File: src/fsp_pkg.sv
// Constants and carrier types for the frame statistics and pixel dump block.
// Assumes one 25 MHz core clock and 8-bit registers at 7-bit addresses.
package fsp_pkg;

  localparam int ADDR_W = 7;
  localparam int DATA_W = 8;
  localparam int PIX_W = 6;
  localparam int SUM_W = 15;
  localparam int EXP_W = 16;

  localparam logic [ADDR_W-1:0] OFS_CONFIG = 7'h00;
  localparam logic [ADDR_W-1:0] OFS_BRIGHT = 7'h05;
  localparam logic [ADDR_W-1:0] OFS_DARK = 7'h06;
  localparam logic [ADDR_W-1:0] OFS_TOTAL = 7'h07;
  localparam logic [ADDR_W-1:0] OFS_READOUT = 7'h08;
  localparam logic [ADDR_W-1:0] OFS_EXP_HIGH = 7'h09;
  localparam logic [ADDR_W-1:0] OFS_EXP_LOW = 7'h0a;
  localparam logic [ADDR_W-1:0] OFS_ID_COMP = 7'h11;

  localparam int STAY_AWAKE_POS = 0;
  localparam int FIRST_POS = 7;
  localparam int FRESH_POS = 6;
  localparam int SUM_SHIFT = 7;

  localparam logic [PIX_W-1:0] BRIGHT_RESET = 6'h00;
  localparam logic [PIX_W-1:0] DARK_RESET = 6'h3f;
  localparam logic [EXP_W-1:0] EXP_RESET = 16'h0100;
  localparam logic [EXP_W-1:0] EXP_FLOOR = 16'h0010;
  localparam int EXP_STEP_SHIFT = 4;

  // Exposure loop window for the brightest pixel
  localparam logic [PIX_W-1:0] BRIGHT_LOW = 6'h34;
  localparam logic [PIX_W-1:0] BRIGHT_HIGH = 6'h39;

  localparam logic [8:0] PIX_COUNT = 9'h144;
  localparam logic [8:0] PIX_ONE = 9'h001;

  // Cap formula terms: clock rate / 1500 - 3476
  localparam int CAP_DIV = 1500;
  localparam int CAP_SUB = 3476;
  localparam int CLK_HZ = 25000000;
  localparam int CLK_PERIOD_NS = 40;

  // Idle time before sleep, in frames: one second at 1500 frames/s
  localparam int IDLE_TIME_MS = 1000;
  localparam int FRAMES_PER_S = 1500;
  localparam int IDLE_FRAMES = IDLE_TIME_MS * FRAMES_PER_S / 1000;

  typedef struct packed {
    logic first;
    logic [PIX_W-1:0] level;
  } fsp_pix_t;

endpackage : fsp_pkg

File: src/fsp_top.sv
// Frame statistics, auto exposure and one-pixel-per-frame image readout.
// Assumes pixels arrive in frame order, pixel one flagged, on the core
// clock; the serial port front end decodes into the register strobes.
// How it works
// RL1 - Brightest pixel reads six bits, top zero
// RL2 - Darkest pixel six bits, resets to 0x3f
// RL3 - Sum 324 pixels, report sum over 128
// RL4 - Readout write restarts at pixel one
// RL5 - Each valid readout read advances index
// RL6 - Readout: first flag, fresh flag, level
// RL7 - After pixel 324 index wraps to one
// RL8 - Only one pixel captured per frame
// RL9 - Any readout access arms capture, held
// RL10 - Fresh flag only for newly captured sample
// RL11 - First flag set only for pixel one
// RL12 - Controller writes readout, reads 324 valid
// RL13 - Exposure loop keeps brightest mid fifties
// RL14 - Exposure 16 bits, reset 0x0100, two bytes
// RL15 - Controller reads high then low byte
// RL16 - Exposure steps by one sixteenth
// RL17 - Exposure capped at clock/1500 minus 3476
// RL18 - Low nibble holds complemented product id
// RL19 - Config bit zero keeps sensor awake
// RL20 - Statistics update together per frame
`timescale 1ns/10ps

module fsp_top #(
  parameter int CLK_HZ = fsp_pkg::CLK_HZ,
  parameter int IDLE_FRAMES = fsp_pkg::IDLE_FRAMES,
  parameter logic [3:0] PRODUCT_ID = 4'h5  // Arbitrary value
) (
  input wire logic core_clk_in,
  input wire logic rst_n_in,
  input wire logic [fsp_pkg::ADDR_W-1:0] reg_addr_in,
  input wire logic reg_rd_in,
  input wire logic reg_wr_in,
  input wire logic [fsp_pkg::DATA_W-1:0] reg_wdata_in,
  output logic [fsp_pkg::DATA_W-1:0] reg_rdata_out,
  output logic reg_rvalid_out,
  input wire logic pix_valid_in,
  input wire fsp_pkg::fsp_pix_t pix_in,
  output logic pix_ready_out,
  input wire logic motion_in,
  output logic [fsp_pkg::EXP_W-1:0] exposure_out,
  output logic stay_awake_out,
  output logic awake_out
);

  localparam int EXP_CAP_INT = CLK_HZ / fsp_pkg::CAP_DIV - fsp_pkg::CAP_SUB;
  localparam logic [fsp_pkg::EXP_W-1:0] EXP_MAX = EXP_CAP_INT[15:0];

  initial begin
    if (EXP_CAP_INT <= 32 || EXP_CAP_INT > 65535 || IDLE_FRAMES < 1 ||
        IDLE_FRAMES > 65535) begin
      $error("fsp_top: clock rate or idle count out of range");
    end
  end

  // Step of one sixteenth, never zero so the loop cannot lock up
  function automatic logic [15:0] exp_step(input logic [15:0] v);
    logic [15:0] s;
    s = v >> fsp_pkg::EXP_STEP_SHIFT;
    return (s == 16'h0000) ? 16'h0001 : s;
  endfunction : exp_step

  ////////////////////////////////////////////////////////////////////////
  // Two-entry buffer between the pixel source and the statistics

  fsp_pkg::fsp_pix_t buf_q [2];
  logic [1:0] buf_cnt_reg;
  logic [1:0] buf_cnt_next;
  logic buf_push;
  logic buf_pop;
  logic commit_reg;

  assign buf_push = pix_valid_in && pix_ready_out;
  // Frame commit cycle stalls the drain; the buffer absorbs it
  assign buf_pop = (buf_cnt_reg != 2'h0) && !commit_reg;
  assign buf_cnt_next = buf_cnt_reg + {1'b0, buf_push} - {1'b0, buf_pop};

  always_ff @(posedge core_clk_in or negedge rst_n_in) begin
    if (!rst_n_in) begin
      buf_cnt_reg <= 2'h0;
      pix_ready_out <= 1'b0;
      buf_q[0] <= '0;
      buf_q[1] <= '0;
    end else begin
      buf_cnt_reg <= buf_cnt_next;
      pix_ready_out <= (buf_cnt_next != 2'h2);
      if (buf_pop) begin
        buf_q[0] <= (buf_push && buf_cnt_reg == 2'h1) ? pix_in : buf_q[1];
        if (buf_push && buf_cnt_reg == 2'h2) begin
          buf_q[1] <= pix_in;
        end
      end else if (buf_push) begin
        if (buf_cnt_reg == 2'h0) begin
          buf_q[0] <= pix_in;
        end else begin
          buf_q[1] <= pix_in;
        end
      end
    end
  end

  ////////////////////////////////////////////////////////////////////////
  // Frame position and running statistics

  logic [8:0] pos_reg;
  logic [8:0] cur_pos;
  logic [5:0] run_max_reg;
  logic [5:0] run_min_reg;
  logic [14:0] run_sum_reg;
  logic [5:0] bright_reg;
  logic [5:0] dark_reg;
  logic [7:0] total_reg;

  assign cur_pos = buf_q[0].first ? fsp_pkg::PIX_ONE : pos_reg + 9'h001;

  always_ff @(posedge core_clk_in or negedge rst_n_in) begin
    if (!rst_n_in) begin
      pos_reg <= 9'h000;
      run_max_reg <= fsp_pkg::BRIGHT_RESET;
      run_min_reg <= fsp_pkg::DARK_RESET;
      run_sum_reg <= 15'h0000;
      commit_reg <= 1'b0;
    end else begin
      commit_reg <= buf_pop && (cur_pos == fsp_pkg::PIX_COUNT);
      if (buf_pop) begin
        pos_reg <= cur_pos;
        if (cur_pos == fsp_pkg::PIX_ONE) begin  // RL3
          run_max_reg <= buf_q[0].level;
          run_min_reg <= buf_q[0].level;
          run_sum_reg <= {9'h000, buf_q[0].level};
        end else begin
          run_sum_reg <= run_sum_reg + {9'h000, buf_q[0].level};  // RL3
          if (buf_q[0].level > run_max_reg) begin
            run_max_reg <= buf_q[0].level;
          end
          if (buf_q[0].level < run_min_reg) begin
            run_min_reg <= buf_q[0].level;
          end
        end
      end
    end
  end

  // All three published in one cycle from one frame
  always_ff @(posedge core_clk_in or negedge rst_n_in) begin
    if (!rst_n_in) begin
      bright_reg <= fsp_pkg::BRIGHT_RESET;
      dark_reg <= fsp_pkg::DARK_RESET;  // RL2
      total_reg <= 8'h00;
    end else if (commit_reg) begin  // RL20
      bright_reg <= run_max_reg;
      dark_reg <= run_min_reg;
      total_reg <= run_sum_reg[14:fsp_pkg::SUM_SHIFT];  // RL3
    end
  end

  ////////////////////////////////////////////////////////////////////////
  // Exposure loop

  logic [15:0] step;
  logic [16:0] exp_up;

  assign step = exp_step(exposure_out);
  assign exp_up = {1'b0, exposure_out} + {1'b0, step};

  always_ff @(posedge core_clk_in or negedge rst_n_in) begin
    if (!rst_n_in) begin
      exposure_out <= fsp_pkg::EXP_RESET;  // RL14
    end else if (commit_reg) begin
      if (run_max_reg > fsp_pkg::BRIGHT_HIGH) begin  // RL13
        if (exposure_out >= fsp_pkg::EXP_FLOOR + step) begin
          exposure_out <= exposure_out - step;  // RL16
        end
      end else if (run_max_reg < fsp_pkg::BRIGHT_LOW) begin
        if (exp_up <= {1'b0, EXP_MAX}) begin  // RL17
          exposure_out <= exp_up[15:0];  // RL16
        end
      end
    end
  end

  ////////////////////////////////////////////////////////////////////////
  // Pixel dump engine

  logic [8:0] dump_idx_reg;
  logic [5:0] sample_reg;
  logic fresh_reg;
  logic armed_reg;
  logic hunt_reg;
  logic dump_wr;
  logic dump_rd;
  logic capture;

  assign dump_wr = reg_wr_in && reg_addr_in == fsp_pkg::OFS_READOUT;
  assign dump_rd = reg_rd_in && reg_addr_in == fsp_pkg::OFS_READOUT;
  // Wait for a frame start after arming: the next frame, not this one
  assign capture = armed_reg && buf_pop && cur_pos == dump_idx_reg &&
                   (hunt_reg || cur_pos == fsp_pkg::PIX_ONE);

  always_ff @(posedge core_clk_in or negedge rst_n_in) begin
    if (!rst_n_in) begin
      dump_idx_reg <= fsp_pkg::PIX_ONE;
      sample_reg <= 6'h00;
      fresh_reg <= 1'b0;
      armed_reg <= 1'b0;
      hunt_reg <= 1'b0;
    end else if (capture && !dump_wr) begin
      sample_reg <= buf_q[0].level;
      fresh_reg <= 1'b1;  // RL10
      armed_reg <= 1'b0;  // RL8
    end else if (dump_wr || dump_rd) begin
      armed_reg <= 1'b1;  // RL9
      hunt_reg <= 1'b0;
      fresh_reg <= 1'b0;
      if (dump_wr) begin
        dump_idx_reg <= fsp_pkg::PIX_ONE;  // RL4
      end else if (fresh_reg) begin
        dump_idx_reg <= (dump_idx_reg == fsp_pkg::PIX_COUNT) ?
                        fsp_pkg::PIX_ONE :  // RL7
                        dump_idx_reg + 9'h001;  // RL5
      end
    end else if (armed_reg && buf_pop && cur_pos == fsp_pkg::PIX_ONE) begin
      hunt_reg <= 1'b1;
    end
  end

  ////////////////////////////////////////////////////////////////////////
  // Configuration, sleep timer

  logic [15:0] idle_reg;
  logic motion_seen_reg;

  always_ff @(posedge core_clk_in or negedge rst_n_in) begin
    if (!rst_n_in) begin
      stay_awake_out <= 1'b0;
    end else if (reg_wr_in && reg_addr_in == fsp_pkg::OFS_CONFIG) begin
      stay_awake_out <= reg_wdata_in[fsp_pkg::STAY_AWAKE_POS];  // RL19
    end
  end

  always_ff @(posedge core_clk_in or negedge rst_n_in) begin
    if (!rst_n_in) begin
      idle_reg <= 16'h0000;
      motion_seen_reg <= 1'b0;
      awake_out <= 1'b1;
    end else begin
      // New motion wins over the per-frame clear
      motion_seen_reg <= motion_in || (motion_seen_reg && !commit_reg);
      if (commit_reg) begin
        if (motion_seen_reg || motion_in) begin
          idle_reg <= 16'h0000;
        end else if (idle_reg != IDLE_FRAMES[15:0]) begin
          idle_reg <= idle_reg + 16'h0001;
        end
      end
      awake_out <= stay_awake_out || (idle_reg != IDLE_FRAMES[15:0]);  // RL19
    end
  end

  ////////////////////////////////////////////////////////////////////////
  // Register read path

  logic [7:0] exp_low_hold_reg;
  logic hold_valid_reg;
  logic [7:0] rd_mux;

  // High byte read freezes the low byte so the pair stays coherent
  always_ff @(posedge core_clk_in or negedge rst_n_in) begin
    if (!rst_n_in) begin
      exp_low_hold_reg <= 8'h00;
      hold_valid_reg <= 1'b0;
    end else if (reg_rd_in || reg_wr_in) begin
      hold_valid_reg <= reg_rd_in && reg_addr_in == fsp_pkg::OFS_EXP_HIGH;
      exp_low_hold_reg <= exposure_out[7:0];
    end
  end

  always_comb begin
    rd_mux = 8'h00;
    unique case (reg_addr_in)
      fsp_pkg::OFS_CONFIG: rd_mux = {7'h00, stay_awake_out};
      fsp_pkg::OFS_BRIGHT: rd_mux = {2'b00, bright_reg};  // RL1
      fsp_pkg::OFS_DARK: rd_mux = {2'b00, dark_reg};  // RL2
      fsp_pkg::OFS_TOTAL: rd_mux = total_reg;
      fsp_pkg::OFS_READOUT:
        rd_mux = {dump_idx_reg == fsp_pkg::PIX_ONE &&
                  (fresh_reg || armed_reg),  // RL11
                  fresh_reg, sample_reg};  // RL6
      fsp_pkg::OFS_EXP_HIGH: rd_mux = exposure_out[15:8];  // RL14
      fsp_pkg::OFS_EXP_LOW:
        rd_mux = hold_valid_reg ? exp_low_hold_reg : exposure_out[7:0];
      fsp_pkg::OFS_ID_COMP: rd_mux = {4'h0, ~PRODUCT_ID};  // RL18
      default: rd_mux = 8'h00;
    endcase
  end

  always_ff @(posedge core_clk_in or negedge rst_n_in) begin
    if (!rst_n_in) begin
      reg_rdata_out <= 8'h00;
      reg_rvalid_out <= 1'b0;
    end else begin
      reg_rvalid_out <= reg_rd_in;
      if (reg_rd_in) begin
        reg_rdata_out <= rd_mux;
      end
    end
  end
endmodule : fsp_top

File: config.mk
export PLATFORM = sky130hd
export DESIGN_NAME = fsp_top
export DESIGN_NICKNAME = d
export VERILOG_FILES = /design/src/fsp_pkg.sv /design/src/fsp_top.sv
export SDC_FILE = /design/constraint.sdc
export NUM_CORES = 1
export LEC_CHECK = 0
export ABC_AREA = 1
export BUFFER_PORTS_ARGS = -buffer_cell sky130_fd_sc_hd__buf_2
export CORE_ASPECT_RATIO = 1.4
export CORE_UTILIZATION = 55
export CTS_BUF_LIST = sky130_fd_sc_hd__clkbuf_8
export DETAILED_ROUTE_END_ITERATION = 7
export GPL_TIMING_DRIVEN = 0
export PLACE_DENSITY_LB_ADDON = 0.25
export SKIP_LAST_GASP = 1
export SLEW_MARGIN = 20
export SYNTH_ARGS = -nofsm -noshare
export SYNTH_HDL_FRONTEND = slang
export SYNTH_SLANG_ARGS = --single-unit
File: constraint.sdc
create_clock -name core_clk_in -period 3.7 [get_ports core_clk_in]
set_input_delay 0.185 -clock core_clk_in [delete_from_list [all_inputs] [get_ports core_clk_in]]
set_output_delay 0.185 -clock core_clk_in [all_outputs]
set_load 0.01 [all_outputs]
# Yosys cells after proc, flatten, opt, wreduce, memory -nomap -nowiden

Cells that the tools add are included.

Register bits after elaboration: 145
Input bits: 28
Output and inout bits: 28

$add $sub $neg: 9
Magnitude comparators: 6
Equality and inequality tests: 19
Multiplexer cells: 30
Bitwise logic cells: 1
Reductions and logical operators: 47

Operator list:

| cell                                                             | count |
|---|---|
| two-way mux 16 bit                                               | 6 |
| one-hot mux 8 bit (8 select lines)                               | 1 |
| two-way mux 9 bit                                                | 4 |
| two-way mux 14 bit                                               | 2 |
| two-way mux 7 bit                                                | 4 |
| two-way mux 6 bit                                                | 4 |
| nonzero test 2 bit                                               | 11 |
| equality test 7 x 3 -> 1 bit, second input constant              | 3 |
| equality test 7 x 4 -> 1 bit, second input constant              | 3 |
| adder 9 x 1 -> 9 bit, second input constant                      | 2 |
| equality test 9 x 1 -> 1 bit, second input constant              | 2 |
| equality test 9 bit, second input constant                       | 2 |
| adder 16 x 12 -> 17 bit                                          | 1 |
| less-or-equal comparator 17 x 14 -> 1 bit, second input constant | 1 |
| adder 16 x 1 -> 16 bit, second input constant                    | 1 |
| >= comparator 16 x 13 -> 1 bit                                   | 1 |
| logical AND 1 bit                                                | 16 |
| logical NOT 16 bit                                               | 1 |
| inequality test 16 x 11 -> 1 bit, second input constant          | 1 |
| subtractor 16 x 12 -> 16 bit                                     | 1 |
| adder 15 x 6 -> 15 bit                                           | 1 |
| two-way mux 15 bit                                               | 1 |
| adder 5 x 12 -> 13 bit, first input constant                     | 1 |
| two-way mux 12 bit                                               | 1 |
| 22 further kinds                                                 | 41 |

# Longest topological paths before layout

Depth in word-level cells: 8
Gate-level depth with buffers: 28
Depth with buffers taken out: 26

# Worst setup path after synthesis

OpenSTA, ideal clock, no wires.

Path kind: flip-flop to flip-flop
Start point: register exposure_out[8] in the netlist's numbering
End point: register exposure_out[10] in the netlist's numbering
Setup time: 0.118 ns
Data arrival time: 2.941 ns
Required time: 3.582 ns
Setup slack: 0.641 ns
Cell stages (with the launch flop): 29
Period minus slack after synthesis: 3.059 ns
Path through: dfstp_2 inv_1 ha_1 nand3_1 nor2_1 nand2_1 inv_1 nor2_1 inv_1 ha_1 buf_4 inv_2 a21oi_2 nor2_1 nor2_2 nand2_1 nand2_1 nand2_1 nand2_1 nand2_1 nor2_1 nand2_1 nand2_1 nand2_2 nand2_4 nand2_4 buf_6 nand2_1 nand2_1

Cells in the longest elaborated chain, start to end: 6
Elaborated cells between the ends (all ways): 14
Classes of those cells: add/sub (3); order compare (2); eq/ne (1); mux (5); reduce/logical (3)

Ends and longest elaborated chain:

| element                                                                           | line                           | text |
|---|---|---|
| from (decl)                                                                       | fsp_top.sv:44                  | `output logic [fsp_pkg::EXP_W-1:0] exposure_out,` |
| from (signal assigned)                                                            | fsp_top.sv:171                 | `exposure_out <= fsp_pkg::EXP_RESET;` |
| from (signal assigned)                                                            | fsp_top.sv:175                 | `exposure_out <= exposure_out - step;` |
| from (signal assigned)                                                            | fsp_top.sv:179                 | `exposure_out <= exp_up[15:0];` |
| logical NOT 16 bit                                                                | fsp_top.sv:63                  | `return (s == 16'h0000) ? 16'h0001 : s;` |
| two-way mux 12 bit                                                                | fsp_top.sv:63                  |  |
| adder 16 x 12 -> 17 bit / adder 5 x 12 -> 13 bit (equally long branches)          | fsp_top.sv:167, fsp_top.sv:174 |  |
| less-or-equal comparator 17 x 14 -> 1 bit (tied with other cells)                 | fsp_top.sv:178                 | `if (exp_up <= {1'b0, EXP_MAX}) begin` |
| nonzero test 2 bit (no source line) (tied with other cells)                       | --                             |  |
| AND reduction 4 bit (no source line) / two-way mux 16 bit (equally long branches) | --                             |  |

Parallel ways exist; a longest one is shown, timed or not. The select of a mux whose other input is x is not followed.
A chain may end at the register's enable or synchronous reset.

# Worst setup path after layout

Ends and elaborated chain as after synthesis.

==> results.sh <==
export IMPL_status="finished, final reports clean"
export IMPL_power_density_mw_per_mm2=499.7
export IMPL_max_freq_mhz=285.7
export IMPL_grt_usage_pct=28.86
export IMPL_antenna_found_initial=0
export IMPL_fin_nets=1521
export IMPL_clk_pin_slew_ns=0.08
export IMPL_grt_pass1_vias=8912
export IMPL_final_cells=1680
export IMPL_dpl_worst_slack_ns=0.04981
export IMPL_slew_violations=0
export IMPL_start_util_pct=56.36
export IMPL_num_vias=9192
export IMPL_clock_skew_ns=0.01967
export IMPL_critPathSlowestCell="dfstp_2"
export IMPL_io_buffer_count=48
export IMPL_required_ns=4.05
export IMPL_cts_sinks=145
export IMPL_endpoint_kind="register"
export IMPL_wl_per_cell_um=15.17
export IMPL_ant_nets=0
export IMPL_drc=0
export IMPL_slew_headroom_pct=51.65
export IMPL_drtIter0Drc=640
export IMPL_synth_seq_area_share_pct=37.19
export IMPL_synth_edf_count=0
export IMPL_layout_drive_gt1_share_pct=11.70
export IMPL_synthesis_area_sq_mm=0.009808
export IMPL_async_flop_share_pct=100.0
export IMPL_synthTopCellsByArea="dfrtp_1, nand2_1, ha_1"
export IMPL_synth_nets=1433
export IMPL_fp_dieArea_sq_mm=0.01838
export IMPL_setup_violations=0
export IMPL_final_min_clock_period_ns=3.500
export IMPL_yosys_warnings=0
export IMPL_dpl_hpwl_mm=19.42
export IMPL_wl_mm=25.49
export IMPL_core_sq_mm=0.01740
export IMPL_r2r_start="exposure_out[8]"
export IMPL_worstSetupStartpointType="register"
export IMPL_placed_cells=1628
export IMPL_die_w_um=114.9
export IMPL_place_area_sq_mm=0.01038
export IMPL_finalHoldViolations=0
export IMPL_synth_top_area_share_pct=33.17
export IMPL_cp_arrival_ns=3.85
export IMPL_vdd_ir_drop_worst_mv=0.5932
export IMPL_drv_cap=0
export IMPL_rr_endpoint="exposure_out[10]"
export IMPL_worst_pin_slew_ns=0.7252
export IMPL_synthCells=1343
export IMPL_tritoncts="yes"
export IMPL_crit_fanout=8
export IMPL_overflow=0
export IMPL_cpMostUsedCell="nand2_1"
export IMPL_synthFlopType="dfrtp_1"
export IMPL_hold_path_cell_count=3
export IMPL_cp_top_family="simple AND/OR/NAND/NOR gates"
export IMPL_critPathMaxStageDelay_ns=0.64
export IMPL_cts_root_buffer="clkbuf_8"
export IMPL_grt_pass1_wl_mm=41.72
export IMPL_clockBufferDepth=2
export IMPL_fin_area_sq_mm=0.01105
export IMPL_viasPerCell=5.471
export IMPL_worstSkewPairLatency_ns=0.47
export IMPL_htree_levels=4
export IMPL_min_period_over_period_pct=94.59
export IMPL_syn_to_final_growth_pct=12.68
export IMPL_firstDrtPassIters=5
export IMPL_die_y_um=160.0
export IMPL_crit_type="register to register"
export IMPL_leakagePower_nw=5.601
export IMPL_cts_buffers=17
export IMPL_hold_class="input pin to register"
export IMPL_place_gp_congestion=0.9496
export IMPL_syn_area_per_cell_sq_um=7.303
export IMPL_crit_buf_inv=6
export IMPL_holdPathEnd="stay_awake_out"
export IMPL_io_pins=56
export IMPL_r2r_cells=28
export IMPL_grt_max_degree=84
export IMPL_min_from="reg_wr_in"
export IMPL_row_count=57
export IMPL_diodes=0
export IMPL_yosysTopAreaCell="dfrtp_1"
export IMPL_synth_seq_cells=145
export IMPL_synth_cell_types=52
export IMPL_setup_ws_ns=0.2003
export IMPL_r2r_setup_slack_ns=0.20
[what timing repair did]
item | 4_1_cts | 5_1_grt
buffers inserted | 0 | 8
hold buffers | 11 | 0
endpoints found under the setup margin | 0 | 16
resized for setup | 0 | 20
endpoints found under the hold margin | 91 | 0
[cells in the mapped netlist (4+ instances only)]
cell type and n:
a21oi_1 42, a21oi_2 5, a31oi_1 11, buf_2 7, buf_4 5, buf_6 4, clkbuf_1 26, dfrtp_1 130
dfstp_2 15, ha_1 59, inv_1 173, inv_2 6, nand2_1 371, nand2_2 4, nand3_1 84, nand3_2 4
nand3b_1 8, nand4_1 39, nor2_1 89, nor2_2 5, nor3_1 22, nor4_1 10, o2111ai_1 4, o211ai_1 9
o21a_1 4, o21ai_0 104, o21ai_1 6, o21bai_1 8, o221ai_1 4, o22ai_1 9, o31ai_1 7, xnor2_1 5
xor2_1 30
[cells in the final DEF, fill, tap and decap left out, drive strengths merged, types with 15 or more instances in the layout]
cell type,instances
nand2,377
inv,180
dfrtp,130
o21ai,110
nor2,97
nand3,89
buf,75
ha,59
clkbuf,50
a21oi,47
nand4,39
xor2,30
nor3,23
dfstp,15
[worst min-delay path: stages]
cell and delay (ns):
buf_2 0.13, nand2_1 0.12, a21oi_1 0.08
[cell type report]
class,instances,area (sq um)
Clock inverter,12,131.4
Clock buffer,20,275.3
Buffer,47,245.2
Timing Repair Buffer,69,473.0
Fill cell,1631,6350
Tap cell,236,295.3
Multi-Input combinational cell,969,5295
Inverter,182,688.2
Sequential cell,145,3649
[worst max path at each step]
stage,from,to,cells past startpoint
2_1_floorplan,exposure_out[8],exposure_out[10],28
3_3_place_gp,exposure_out[8],exposure_out[10],19
3_5_place_dp,exposure_out[8],exposure_out[15],19
4_1_cts,exposure_out[8],exposure_out[15],19
5_1_grt,exposure_out[8],exposure_out[9],25
6_report,exposure_out[8],exposure_out[10],28
[layer usage]
layer | share of wire (%) | global-route usage [%]
met5 | 0 | 0
met3 | 3.6 | 3.833
met4 | 4.6 | 14.64
met2 | 51 | 51.29
met1 | 41 | 33.46
[kinds of logic after synthesis]
family | count (synthesis) | share of synthesized area, %
simple gates | 649 | 29.01
buf+inv | 229 | 9.389
flops | 145 | 37.19
xor+xnor | 35 | 3.125
compound gates | 223 | 13.15
fa+ha+maj | 62 | 8.139
[power by group]
group	total, mW	internal, mW	switching (mW)
logic	2.09	0.764	1.33
registers	2.16	1.92	0.244
clock network	1.27	0.652	0.619
[stage by stage]
step	TNS, ns	util (%)	hold slack [ns]	power, mW
floorplan	0	-	-0.1106	3.678
CTS	0	62.63	0.06537	5.552
global placement	0	59.44	0.3405	4.172
detailed placement	0	59.66	0.2276	4.241
global route	-0.05368	63.51	0.07482	5.978
finish	0	63.51	0.09018	5.522
(Power assumes the default switching activity.)
